$ cat config.mk
export PLATFORM = sky130hd
export DESIGN_NAME = hlpr_list_ptr_regs
export DESIGN_NICKNAME = d
export VERILOG_FILES = /design/src/inc/hlpr_pkg.sv /design/src/rtl/hlpr_list_ptr_regs.sv
export VERILOG_INCLUDE_DIRS = /design/src /design/src/inc
export SDC_FILE = /design/constraint.sdc
export NUM_CORES = 1
export LEC_CHECK = 0
export BUFFER_PORTS_ARGS = -buffer_cell sky130_fd_sc_hd__buf_2
export CAP_MARGIN = 20
export CORE_MARGIN = 3
export CORE_UTILIZATION = 49
export DETAILED_ROUTE_END_ITERATION = 10
export PLACE_DENSITY = 0.84
export SLEW_MARGIN = 40
export SYNTH_ARGS = -nofsm -noshare
export SYNTH_HDL_FRONTEND = slang
export SYNTH_SLANG_ARGS = --single-unit
$ cat constraint.sdc
create_clock -name clk -period 8.3 [get_ports clk]
set_input_delay 0 -clock clk [delete_from_list [all_inputs] [get_ports clk]]
set_output_delay 0 -clock clk [all_outputs]
set_load 0.05 [all_outputs]
$ cat src/inc/hlpr_map.svh
/*
 Register offsets, field layout, reset values and the control-list-filled bit
 position of the list pointer register bank.
 Assumes a 32-bit register read port addressed by byte offset from the memory base.
*/
`ifndef HLPR_MAP_SVH
`define HLPR_MAP_SVH

`define HLPR_PERIODIC_CUR_OFS 8'h1c
`define HLPR_CTRL_HEAD_OFS 8'h20
`define HLPR_CTRL_CUR_OFS 8'h24
`define HLPR_PTR_RESET 32'h0000_0000
`define HLPR_PTR_LSB 4
`define HLPR_RSVD_BITS 4
`define HLPR_CLF_BIT 1

`endif

$ cat src/inc/hlpr_pkg.sv
/*
 Types shared by the list pointer register bank.
 Assumes hlpr_map.svh supplies the numeric constants.
*/
package hlpr_pkg;
    typedef logic [27:0] hlpr_addr_t;
endpackage : hlpr_pkg

$ cat src/rtl/hlpr_list_ptr_regs.sv
/*
 List pointer register bank of a USB open host controller: periodic current
 pointer, control head pointer and control current pointer, with read port.
 Assumes the list walker runs on clk and pulses its update strobes for one cycle;
 reset rstn is asynchronous active low and is released through two flip-flops here.
*/
// Functional notes
// - Read-only periodic current pointer at 1Ch, address in bits 31..4.
// - Each frame the periodic pointer names the periodic list head to process.
// - Hardware updates the periodic pointer after each periodic descriptor.
// - Reads return the instantaneous pointer value; pointer resets to zero.
// - Control head pointer at 20h, address in bits 31..4.
// - Control list traversal starts from the control head pointer.
// - Control head is loaded from the shared comm area during initialisation.
// - Control current pointer at 24h, all bits reset to zero.
// - Control current advances per descriptor and resumes next frame.
// - At list end, if filled flag set reload from head and clear flag.
`timescale 1ns/1ps
`include "hlpr_map.svh"

module hlpr_list_ptr_regs
    import hlpr_pkg::*;
#(
    parameter int PTR_W = 32,
    parameter int RSVD_W = `HLPR_RSVD_BITS
)
(
    input wire logic clk,
    input wire logic rstn,
    // Register read port
    input wire logic rd_en,
    input wire logic [7:0] rd_addr,
    output logic [31:0] rd_data,
    output logic rd_valid,
    // Periodic list walker
    input wire logic frame_start,
    input wire hlpr_addr_t periodic_head_addr,
    input wire logic periodic_done,
    input wire hlpr_addr_t periodic_next_addr,
    // Control head loading at initialisation
    input wire logic init_load,
    input wire hlpr_addr_t shared_comm_area_head,
    // Control list walker
    input wire logic control_done,
    input wire hlpr_addr_t control_next_addr,
    input wire logic control_list_end,
    input wire logic control_list_filled_flag,
    output logic control_list_filled_clear,
    // Driver write of the control current pointer, then the three pointer outputs
    input wire logic control_list_enable,
    input wire logic cur_wr_en,
    input wire hlpr_addr_t cur_wr_addr,
    output logic [31:0] periodic_current_addr,
    output logic [31:0] control_head_addr,
    output logic [31:0] control_current_addr
);

    logic rst_sync1_reg;
    logic rst_sync2_reg;
    logic rst_n;
    hlpr_addr_t periodic_current_reg;
    hlpr_addr_t control_head_reg;
    hlpr_addr_t control_current_reg;
    logic [31:0] rd_data_reg;
    logic rd_valid_reg;
    logic clf_clear_reg;

    // The pointer word is fixed by the address type; other splits cannot be served
    if (PTR_W != 32 || RSVD_W != `HLPR_RSVD_BITS || $bits(hlpr_addr_t) + RSVD_W != PTR_W) begin : g_width_check
        $error("hlpr_list_ptr_regs: unsupported pointer width split");
    end

    function automatic logic [31:0] hlpr_word(input hlpr_addr_t a);
        hlpr_word = {a, {`HLPR_RSVD_BITS{1'b0}}};
    endfunction : hlpr_word

    always_ff @(posedge clk or negedge rstn) begin
        if (!rstn) begin
            rst_sync1_reg <= 1'b0;
            rst_sync2_reg <= 1'b0;
        end else begin
            rst_sync1_reg <= 1'b1;
            rst_sync2_reg <= rst_sync1_reg;
        end
    end
    assign rst_n = rst_sync2_reg;

    // Frame start wins over a descriptor completion in the same cycle
    always_ff @(posedge clk or negedge rst_n) begin
        if (!rst_n) begin
            periodic_current_reg <= '0;
        end else if (frame_start) begin
            periodic_current_reg <= periodic_head_addr;
        end else if (periodic_done) begin
            periodic_current_reg <= periodic_next_addr;
        end
    end

    always_ff @(posedge clk or negedge rst_n) begin
        if (!rst_n) begin
            control_head_reg <= '0;
        end else if (init_load) begin
            control_head_reg <= shared_comm_area_head;
        end
    end

    // Current pointer is not touched at frame start, so the walk resumes
    always_ff @(posedge clk or negedge rst_n) begin
        if (!rst_n) begin
            control_current_reg <= '0;
        end else if (control_list_end) begin
            if (control_list_filled_flag) begin
                control_current_reg <= control_head_reg;
            end
        end else if (control_done) begin
            control_current_reg <= control_next_addr;
        end else if (cur_wr_en && !control_list_enable) begin
            control_current_reg <= cur_wr_addr;
        end
    end

    always_ff @(posedge clk or negedge rst_n) begin
        if (!rst_n) begin
            clf_clear_reg <= 1'b0;
        end else begin
            clf_clear_reg <= control_list_end && control_list_filled_flag;
        end
    end

    // Read data is sampled on the request edge, so it is the live value
    always_ff @(posedge clk or negedge rst_n) begin
        if (!rst_n) begin
            rd_data_reg <= `HLPR_PTR_RESET;
            rd_valid_reg <= 1'b0;
        end else begin
            rd_valid_reg <= rd_en;
            if (rd_en) begin
                unique case (rd_addr)
                    `HLPR_PERIODIC_CUR_OFS: rd_data_reg <= hlpr_word(periodic_current_reg);
                    `HLPR_CTRL_HEAD_OFS: rd_data_reg <= hlpr_word(control_head_reg);
                    `HLPR_CTRL_CUR_OFS: rd_data_reg <= hlpr_word(control_current_reg);
                    default: rd_data_reg <= `HLPR_PTR_RESET;
                endcase
            end
        end
    end

    assign rd_data = rd_data_reg;
    assign rd_valid = rd_valid_reg;
    assign control_list_filled_clear = clf_clear_reg;
    assign periodic_current_addr = hlpr_word(periodic_current_reg);
    assign control_head_addr = hlpr_word(control_head_reg);
    assign control_current_addr = hlpr_word(control_current_reg);

endmodule : hlpr_list_ptr_regs

==> impl_metrics.csv, run 1 <==
group,metric,value,unit
status,status,"completed",
synth,postSynthCellCount,518,
clocking,clkTransAtPathRegs,0.05,ns
clocking,postCtsSetupBuffers,0,
sta,tightest_slew,0.7606,ns
synth,synth_mux_area_frac,0.2582,
worst_setup_path,worstPathRequired,8.58,ns
clocking,cts_buffer_depth,2,
synth,synthTopCellsByArea,"dfrtp_1 (49%), mux2_2 (11%), mux2i_1 (9.5%)",
hold_path,hold_path.class,"in -> reg",
synth,synth_compound_area_frac,0.1163,
synth,yosys.area_share.adder,0,
synth,yosysWarnings,0,
worst_setup_path,critPathSlowestCell,"dlygate4sd3_1",
sta,rsz0062_at_grt,"false",
synth,yosysMostFrequentCell,"dfrtp_1",
clocking,htreeDepth,4,
synth,synth_common_cells,"dfrtp_1 (116), nand2_1 (62), mux2_2 (59)",
layout,nets,1019,
die,die_w,115.8,µm
global_route,grtUsageTotal,0.3124,
pwr,ir_worst_vdd,164.0,µV
placed_design,place_congestion,0.8964,
layout,area_growth,46.37,%
placed_design,dp_hpwl,13260,µm
global_route,grt_max_degree,64,
synth,synth_edf_count,0,
sta,fin_hold_ws,0.01105,ns
die,rows,39,
layout,fin_area,8646,µm²
drt,drt-total-wl,20730,µm
job,drv_cap,0,
sta,fin_tns_setup,0,ns
worst_setup_path,crit_chain,"mux2i_1 > o21ai_0 > dlygate4sd3_1",
drt,via_per_inst,5.537,
synth,async_reset_ff_frac,1.000,
clocking,numCtsBuffers,17,
clocking,cts_root_buf,"clkbuf_16",
layout,drive_above_1_share,0.4450,
placed_design,dpl_cell_area,7188,µm²
sta,drv_slew,0,
clocking,tritoncts,"built",
worst_setup_path,cp-start-kind,"register",
global_route,grt_antenna_before_repair,0,
clocking,clock-sinks,116,
drt,via_count,5626,
placed_design,numPortBuffers,272,
synth,syn_area_per_cell,11.40,µm²
worst_setup_path,cp.arrival,1.75,ns
die,io_pins,289,
pwr,power_density,216.4,nW/µm²
worst_setup_path,slowest_delay,0.60,ns
synth,yosysTopAreaCell,"dfrtp_1",
global_route,grt_pass1_wl,31540,µm
sta,fin_worst_skew,0.007112,ns
clocking,clk_latency,0.41,ns
sta,slew_headroom,0.4924,
drt,dr.pass1.iters,5,
die,die_area,13410,µm²
worst_setup_path,crit_path_end_kind,"register",
sta,final_hold_viol_count,0,
global_route,grt_overflow,0,
pwr,leakage,0.004346,µW
synth,yosys_register_bits,116,
drt,drt_iter0_drc,527,
synth,yosysUniqueCellTypes,28,
sta,max_freq,682.4,MHz
synth,synthFlopType,"dfrtp_1",
worst_setup_path,crit_type,"reg -> reg",
sta,min_period_over_period,0.1766,
sta,finalSetupViolCount,0,
synth,syn_area,5907,µm²
drt,drc,0,
synth,synth_top_area_share,0.4914,
synth,synth-xor-area-share,0,
drt,avgRoutedWirePerCell,20.40,µm
drt,ant_nets,0,
global_route,grt_pass1_vias,5906,
synth,synth_top_family_by_area,"multiplexers",
sta,fin_crit,1.465,ns
synth,synthSimpleGateAreaFrac,0.05973,
die,core-area,11610,µm²
worst_setup_path,crit_fanout,3,
synth,synth-seq-area-share,0.4914,
die,dieHeight,115.8,µm
die,initial_core_util,0.5086,
where the power goes:
group          total [µW]  internal (µW)  switching, µW
sequential            676            618           58.1
clock                 685            442            243
combinational         510            181            329
total                1870           1240            630
final cells by class:
class                           instances  area, µm²
Fill cell                             730       2968
Clock inverter                          3      15.01
Tap cell                              143      178.9
Multi-Input combinational cell        341       2641
Sequential cell                       116       2907
Timing Repair Buffer                  361       2268
Antenna cell                            1      2.502
Clock buffer                           28      546.8
Inverter                               23      86.33
metal layers:
layer	routed length, µm	share of wire	vias up	GRT usage
met3	1614	0.078	70	0.07624
met2	10640	0.51	337	0.5462
met4	975	0.047	0	0.1725
li1	-	-	2499	-
met1	7492	0.36	2720	0.3492
met5	0	0	-	0
worst max-delay path, delay by kind of cell, from the launching register on:
kind	cells	cell delay, ns
AOI/OAI and AO/OA	1	0.12
buffers and inverters	1	0.60
DFF	1	0.43
muxes	1	0.19
logic make-up after synthesis:
family / Yosys count
AOI/OAI and AO/OA: 113
buffers and inverters: 76
DFF: 116
muxes: 135
other: 2
and+or+nand+nor: 76
through the flow:
step,setup slack [ns],utilization,power (µW),instances
floorplan,4.829,-,1009,533
global placement,6.280,0.6174,1132,896
detailed placement,6.207,0.6189,1145,897
CTS,6.544,0.7423,1871,1015
global route,6.710,0.7442,1938,1015
finish,6.835,0.7445,1871,1016
worst paths after layout:
path / from / endpoint / slack (ns) / cells past startpoint
setup / recovery: periodic_current_reg[15] / periodic_current_reg[15] / 6.83 / 3
hold / removal: cur_wr_addr[1] / control_current_reg[1] / 0.01 / 4
setup reg to reg: periodic_current_reg[15] / periodic_current_reg[15] / 6.83 / 3
hold reg to reg: rst_n / rd_data[14] / 0.37 / 0
max in group asynchronous: rst_n / periodic_current_reg[6] / 6.89 / 1
min in group asynchronous: rst_n / rd_data[14] / 0.37 / 0
cells in the final DEF (no fill, tap or decap), drive strengths merged:
cell           n
nand3          1
clkinv         3
and2           1
nor3b          1
and3b          1
clkbuf        28
a22oi         28
nor4           1
o21ai         56
nand2         62
mux2i         56
inv           23
mux2          79
dlygate4sd3   87
nand2b         6
o221ai         5
o22ai         23
nor4b          1
and4b          1
nor2b          1
buf          274
o31a           1
diode          1
conb          17
dfrtp        116
what timing repair did:
| action | 4_1_cts | 5_1_grt |
|---|---|---|
| hold buffers | 87 | 0 |
| gates resized for setup | 0 | 0 |
| hold endpoints to repair | 59 | 0 |
(Power assumes the default switching activity.)
==> run 2, diff against run 1 <==
--- a/config.mk
+++ b/config.mk
@@ -6,12 +6,13 @@
 export SDC_FILE = /design/constraint.sdc
 export NUM_CORES = 1
 export LEC_CHECK = 0
+export ABC_AREA = 1
 export BUFFER_PORTS_ARGS = -buffer_cell sky130_fd_sc_hd__buf_2
 export CAP_MARGIN = 20
 export CORE_MARGIN = 3
-export CORE_UTILIZATION = 49
+export CORE_UTILIZATION = 43
 export DETAILED_ROUTE_END_ITERATION = 10
-export PLACE_DENSITY = 0.84
+export PLACE_DENSITY = 0.78
 export SLEW_MARGIN = 40
 export SYNTH_ARGS = -nofsm -noshare
 export SYNTH_HDL_FRONTEND = slang
==> constraint.sdc (replaced) <==
create_clock -name clk -period 1.2 [get_ports clk]
set_input_delay 0 -clock clk [delete_from_list [all_inputs] [get_ports clk]]
set_output_delay 0 -clock clk [all_outputs]
set_load 0.05 [all_outputs]
==> run 2 against run 1 <==
Sequential share of layout area is 2.0 points lower. First-iteration DRC count grew 2.7%. Highest routed layer unchanged. Total power grew to 6.8 times the previous value. Cell area rose by 6.5%. Hold slack improved by 0.013 ns. Via count rose by 20%. Register-to-register slack lost 6.6 ns. Non-clock buffer count grew 28. Clock skew down 0.00058 ns. Global-route usage decreased by 2.6 points.
==> impl_metrics.csv, run 2 <==
group,metric,value,unit
synth,syn_area,6170,µm²
drt,ant_nets,0,
sta,fin_worst_skew,0.006530,ns
synth,synthTopCellsByArea,"dfrtp_1 (47%), nand3_1 (11%), nand2_1 (11%)",
clocking,cts_buffer_depth,2,
sta,rsz0062_at_grt,"false",
pwr,swShare,0.3571,
clocking,cts_root_buf,"clkbuf_16",
synth,async_reset_ff_frac,1.000,
layout,fin_area,9206,µm²
clocking,postCtsSetupBuffers,0,
hold_path,hold_path.class,"in -> reg",
global_route,grt_max_degree,57,
drt,drc,0,
drt,dr.pass1.iters,5,
layout,layout_common_cells,"buf_2 (269), nand2_1 (175), nand3_1 (140)",
sta,max_freq,841.4,MHz
pwr,power_frac_seq,0.371,
synth,yosysTopAreaCell,"dfrtp_1",
worst_setup_path,crit_buf_inv,1,
sta,min_period_over_period,0.9904,
worst_setup_path,path_depth,1,
worst_setup_path,crit_path_end_kind,"output port",
clocking,htreeDepth,4,
synth,synth-seq-area-share,0.4705,
sta,slew_headroom,0.6147,
global_route,grtUsageTotal,0.2867,
worst_setup_path,worstPathRequired,1.20,ns
layout,drive_above_1_share,0.3330,
placed_design,numPortBuffers,272,
global_route,grt_overflow,0,
sta,finalSetupViolCount,0,
clocking,clkTransAtPathRegs,0.05,ns
worst_setup_path,cp-start-kind,"register",
worst_setup_path,critPathSlowestCell,"dfrtp_1",
layout,num-fill-cells,1132,
die,initial_core_util,0.4428,
pwr,power_density,1380,nW/µm²
clocking,clk_latency,0.42,ns
sta,tightest_slew,0.5780,ns
global_route,grt_pass1_wl,35670,µm
synth,synth_top_area_share,0.4705,
pwr,power,12710,µW
synth,synth_common_cells,"nand2_1 (175), nand3_1 (140), dfrtp_1 (116)",
layout,multi_input_area,2670,µm²
pwr,p_int,8169,µW
worst_setup_path,reg2reg_depth,3,
sta,layout_setup_ws,0.01151,ns
layout,nets,1259,
synth,synth_edf_count,0,
synth,yosysMostFrequentCell,"nand2_1",
synth,yosys_register_bits,116,
layout,final_common_cell,"buf_2",
sta,drv_slew,0,
clocking,tritoncts,"built",
worst_setup_path,crit_fanout,4,
drt,via_per_inst,5.227,
die,io_pins,289,
layout,area_growth,49.22,%
worst_setup_path,crit_type,"reg -> out",
worst_setup_path,slowest_delay,0.46,ns
drt,drt_iter0_drc,541,
sta,fin_crit,1.188,ns
status,status,"completed",
drt,drt-total-wl,23220,µm
placed_design,dp_slack,0.1127,ns
clocking,numCtsBuffers,17,
synth,yosysWarnings,0,
pwr,leakage,0.004750,µW
pwr,ir_worst_vdd,901.3,µV
sta,final_hold_viol_count,0,
placed_design,dpl_cell_area,7721,µm²
die,die_area,15820,µm²
global_route,grt_antenna_before_repair,1,
worst_setup_path,crit_chain,"buf_2",
worst_setup_path,path_delay_family,"flip-flops",
die,rows,43,
die,die_w,125.8,µm
synth,synthFlopType,"dfrtp_1",
drt,avgRoutedWirePerCell,17.97,µm
worst_setup_path,cp.arrival,1.19,ns
synth,postSynthCellCount,745,
placed_design,dp_hpwl,15070,µm
pwr,clockPowerShare,0.359,
synth,syn_area_per_cell,8.281,µm²
pwr,power.switching,4537,µW
hold_path,hold_depth,4,
die,dieHeight,125.8,µm
pwr,combPwrFrac,0.270,
synth,yosysUniqueCellTypes,23,
job,drv_cap,0,
global_route,grt_pass1_vias,6667,
die,core-area,13930,µm²
placed_design,place_congestion,0.8673,
layout,seqCellArea,2907,µm²
drt,via_count,6753,
clocking,clock-sinks,116,
run 2: repair_timing:
| item | in CTS | in global routing |
|---|---|---|
| hold buffers | 95 | 0 |
| hold endpoints to repair | 67 | 0 |
| setup endpoints to repair | 0 | 3 |
| gates resized for setup | 0 | 3 |
run 2: cells by family after synthesis:
group	synth area share
other cells	0.001217
simple gates	0.2456
buf+inv	0.1079
flops	0.4705
compound gates	0.1237
mux	0.05110
run 2: area by class of cell:
| class | count | area share |
|---|---|---|
| sequential | 116 | 0.3157 |
| multi-input combinational | 508 | 0.2900 |
| timing repair buffer | 389 | 0.2849 |
| clock buffer | 26 | 0.05423 |
| inverter | 68 | 0.02772 |
| tap | 180 | 0.02446 |
| clock inverter | 4 | 0.002718 |
| antenna | 1 | 0.0002718 |
run 2: power groups by stage:
stage | Sequential (µW) | Clock [µW] | Combinational [µW]
6_report | 4710 | 4560 | 3430
5_1_grt | 4750 | 4760 | 3620
4_1_cts | 4690 | 4580 | 3380
3_5_place_dp | 4750 | 0 | 3130
3_3_place_gp | 4750 | 0 | 3090
2_1_floorplan | 5880 | 0 | 972
run 2: path summary, 6_finish.rpt:
check / from / endpoint / slack (ns)
worst max-delay path: control_head_reg[21] / control_head_addr[25] / 0.01
worst min-delay path: cur_wr_addr[19] / control_current_reg[19] / 0.02
worst max register to register: control_head_reg[23] / control_current_reg[23] / 0.24
worst min register to register: rst_n / periodic_current_reg[1] / 0.24
max in group asynchronous: rst_n / periodic_current_reg[22] / 0.42
min in group asynchronous: rst_n / periodic_current_reg[1] / 0.24
run 2: layer usage:
metal | global-route usage | vias to the layer above | wire [µm]
met2 | 0.4553 | 396 | 10970
met1 | 0.3614 | 3134 | 9267
met3 | 0.07167 | 80 | 1802
met5 | 0 | - | 0
met4 | 0.1552 | 0 | 1175
li1 | - | 3143 | -
run 2: worst min-delay path: cells and delay by family:
family	cells	cell delay (ns)
compound gates	3	0.30
buf+inv	1	0.09
run 2: metrics by stage:
| stage | util | std cells | setup TNS [ns] | hold slack, ns |
|---|---|---|---|---|
| 2_1_floorplan | - | 760 | -5.440 | -0.2956 |
| 3_3_place_gp | 0.5541 | 1166 | 0 | -0.2141 |
| 3_5_place_dp | 0.5541 | 1166 | 0 | -0.2120 |
| 4_1_cts | 0.6600 | 1291 | 0 | 0.006670 |
| 5_1_grt | 0.6607 | 1292 | 0 | 0.04433 |
| 6_report | 0.6607 | 1292 | 0 | 0.02365 |
==> run 3, diff against run 2 <==
--- a/config.mk
+++ b/config.mk
@@ -11,8 +11,10 @@
 export CAP_MARGIN = 20
 export CORE_MARGIN = 3
 export CORE_UTILIZATION = 43
+export CTS_CLUSTER_SIZE = 24
 export DETAILED_ROUTE_END_ITERATION = 10
-export PLACE_DENSITY = 0.78
+export HOLD_SLACK_MARGIN = 0.08
+export PLACE_DENSITY = 0.81
 export SLEW_MARGIN = 40
 export SYNTH_ARGS = -nofsm -noshare
 export SYNTH_HDL_FRONTEND = slang
==> run 3 against run 2 <==
Sequential share of layout area shrank 1.8 points. Combinational power grew 5%. Flip-flop and latch count did not move. Register-to-register slack better by 0.04 ns. Clock power is 13% higher. Count of clock-buffer cells in the layout down 6. Worst setup slack improved by 0.012 ns. Routed wire length increased by 11%. Clock skew up 0.0045 ns. Critical endpoint is now control_current_addr[25]. Largest cell class is now non-clock buffers.
==> impl_metrics.csv, run 3 (same netlist as run 2, synthesis figures left out) <==
group,metric,value,unit
status,status,"completed",
drt,drt-total-wl,25750,µm
sta,drv_slew,0,
die,die_area,15820,µm²
hold_path,hold_path.class,"in -> reg",
die,core-area,13930,µm²
sta,final_hold_viol_count,0,
global_route,grt_max_degree,47,
layout,layout_common_cells,"buf_2 (268), nand2_1 (175), dlygate4sd3_1 (143)",
drt,dr.pass1.iters,5,
clocking,cts_buffer_depth,2,
worst_setup_path,cp.arrival,1.18,ns
layout,final_common_cell,"buf_2",
worst_setup_path,worstPathRequired,1.20,ns
sta,finalSetupViolCount,0,
worst_setup_path,critPathSlowestCell,"dfrtp_1",
worst_setup_path,crit_fanout,3,
clocking,cts_root_buf,"clkbuf_16",
drt,drc,0,
worst_setup_path,cp-start-kind,"register",
drt,drt_iter0_drc,636,
worst_setup_path,reg2reg_from,"periodic_current_reg[3]",
worst_setup_path,cp-endpoint,"control_current_addr[25]",
global_route,grt_antenna_before_repair,2,
drt,ant_nets,0,
sta,max_freq,850.3,MHz
global_route,grt_pass1_wl,40120,µm
layout,num-fill-cells,961,
global_route,grtUsageTotal,0.3223,
placed_design,numPortBuffers,272,
worst_setup_path,startpoint,"control_current_reg[21]",
worst_setup_path,crit_type,"reg -> out",
sta,fin_worst_skew,0.01108,ns
layout,nets,1306,
pwr,ir_worst_vdd,856.5,µV
clocking,htreeDepth,4,
sta,min_period_over_period,0.9801,
pwr,leakage,0.004984,µW
die,io_pins,289,
sta,fin_crit,1.176,ns
worst_setup_path,crit_chain,"buf_2",
worst_setup_path,r2r_slack,0.28,ns
placed_design,dp_hpwl,14830,µm
sta,fin_tns_setup,0,ns
pwr,power_density,1376,nW/µm²
worst_setup_path,r2r_end,"rd_data[7]",
clocking,clock-sinks,116,
sta,slew_headroom,0.6005,
drt,via_per_inst,5.434,
die,rows,43,
sta,rsz0062_at_grt,"false",
clocking,clkTransAtPathRegs,0.05,ns
die,die_w,125.8,µm
layout,area_growth,58.43,%
worst_setup_path,path_delay_family,"flip-flops",
drt,via_count,7281,
global_route,grt_pass1_vias,7402,
clocking,numCtsBuffers,17,
global_route,grt_overflow,0,
die,initial_core_util,0.4428,
worst_setup_path,slowest_delay,0.44,ns
worst_setup_path,path_depth,1,
die,dieHeight,125.8,µm
drt,avgRoutedWirePerCell,19.22,µm
worst_setup_path,crit_path_end_kind,"output port",
sta,tightest_slew,0.5993,ns
clocking,clk_latency,0.42,ns
worst_setup_path,crit_buf_inv,1,
layout,drive_above_1_share,0.3221,
job,drv_cap,0,
placed_design,place_congestion,0.8262,
sta,fin_hold_ws,0.09544,ns
worst_setup_path,reg2reg_depth,4,
clocking,tritoncts,"built",
[run 3: cell types whose count changed in the layout (fill, tap and decap cells not counted), moves of 2 or more]
cell / before / now
clkinv_2: 2 / 4
clkbuf_8: 4 / 2
buf_4: 11 / 9
dlygate4sd3_1: 95 / 143
buf_12: 11 / 13
clkbuf_1: 5 / 1
bufinv_16: 0 / 3
[run 3: per-layer routing]
layer | wire (µm) | vias to the layer above | GRT usage
met5 | 0 | - | 0
met4 | 1734 | 0 | 0.2019
met3 | 2131 | 138 | 0.07125
met2 | 12400 | 513 | 0.5349
met1 | 9484 | 3400 | 0.3801
li1 | - | 3230 | -
[run 3: layout make-up]
cell class	count	area, µm²	area share
clock inverters	10	132.6	0.01357
diodes	2	5.005	0.0005120
inverters	68	255.2	0.02611
flip-flops and latches	116	2907	0.2974
multi-input cells	508	2670	0.2732
clock buffers	20	456.7	0.04672
repair buffers	436	3123	0.3195
well taps	180	225.2	0.02304
[run 3: metrics by stage]
| step | setup WS (ns) | instance area, µm² | util | cells | power [µW] |
|---|---|---|---|---|---|
| after floorplan | -0.04772 | 6230 | - | 760 | 6855 |
| after global placement | 0.05863 | 7739 | 0.5554 | 1165 | 7836 |
| after detailed placement | 0.08643 | 7739 | 0.5554 | 1165 | 7873 |
| after CTS | 0.01829 | 9762 | 0.7005 | 1338 | 13330 |
| after global routing | 0.00004530 | 9774 | 0.7014 | 1340 | 13880 |
| final | 0.02392 | 9774 | 0.7014 | 1340 | 13450 |
[run 3: worst min-delay path by stage]
stage,from,endpoint,slack [ns],cells past startpoint
after floorplan,rstn,rst_sync1_reg,-0.30,0
after global placement,rstn,rst_sync1_reg,-0.21,1
after detailed placement,rstn,rst_n,-0.21,1
after CTS,cur_wr_addr[17],control_current_reg[17],0.08,4
after global routing,cur_wr_addr[17],control_current_reg[17],0.13,4
final,control_next_addr[11],control_current_reg[11],0.1,6
[run 3: report_power, final]
group | internal, µW | total [µW] | switching [µW]
combinational | 1190 | 3600 | 2420
clock | 3330 | 5140 | 1810
sequential | 4270 | 4710 | 436
[run 3: what timing repair did]
item	4_1_cts	5_1_grt
hold buffers	143	0
setup buffers	0	0
gates cloned	0	0
endpoints found under the hold margin	84	0
resized for setup	1	3
endpoints found under the setup margin	1	3
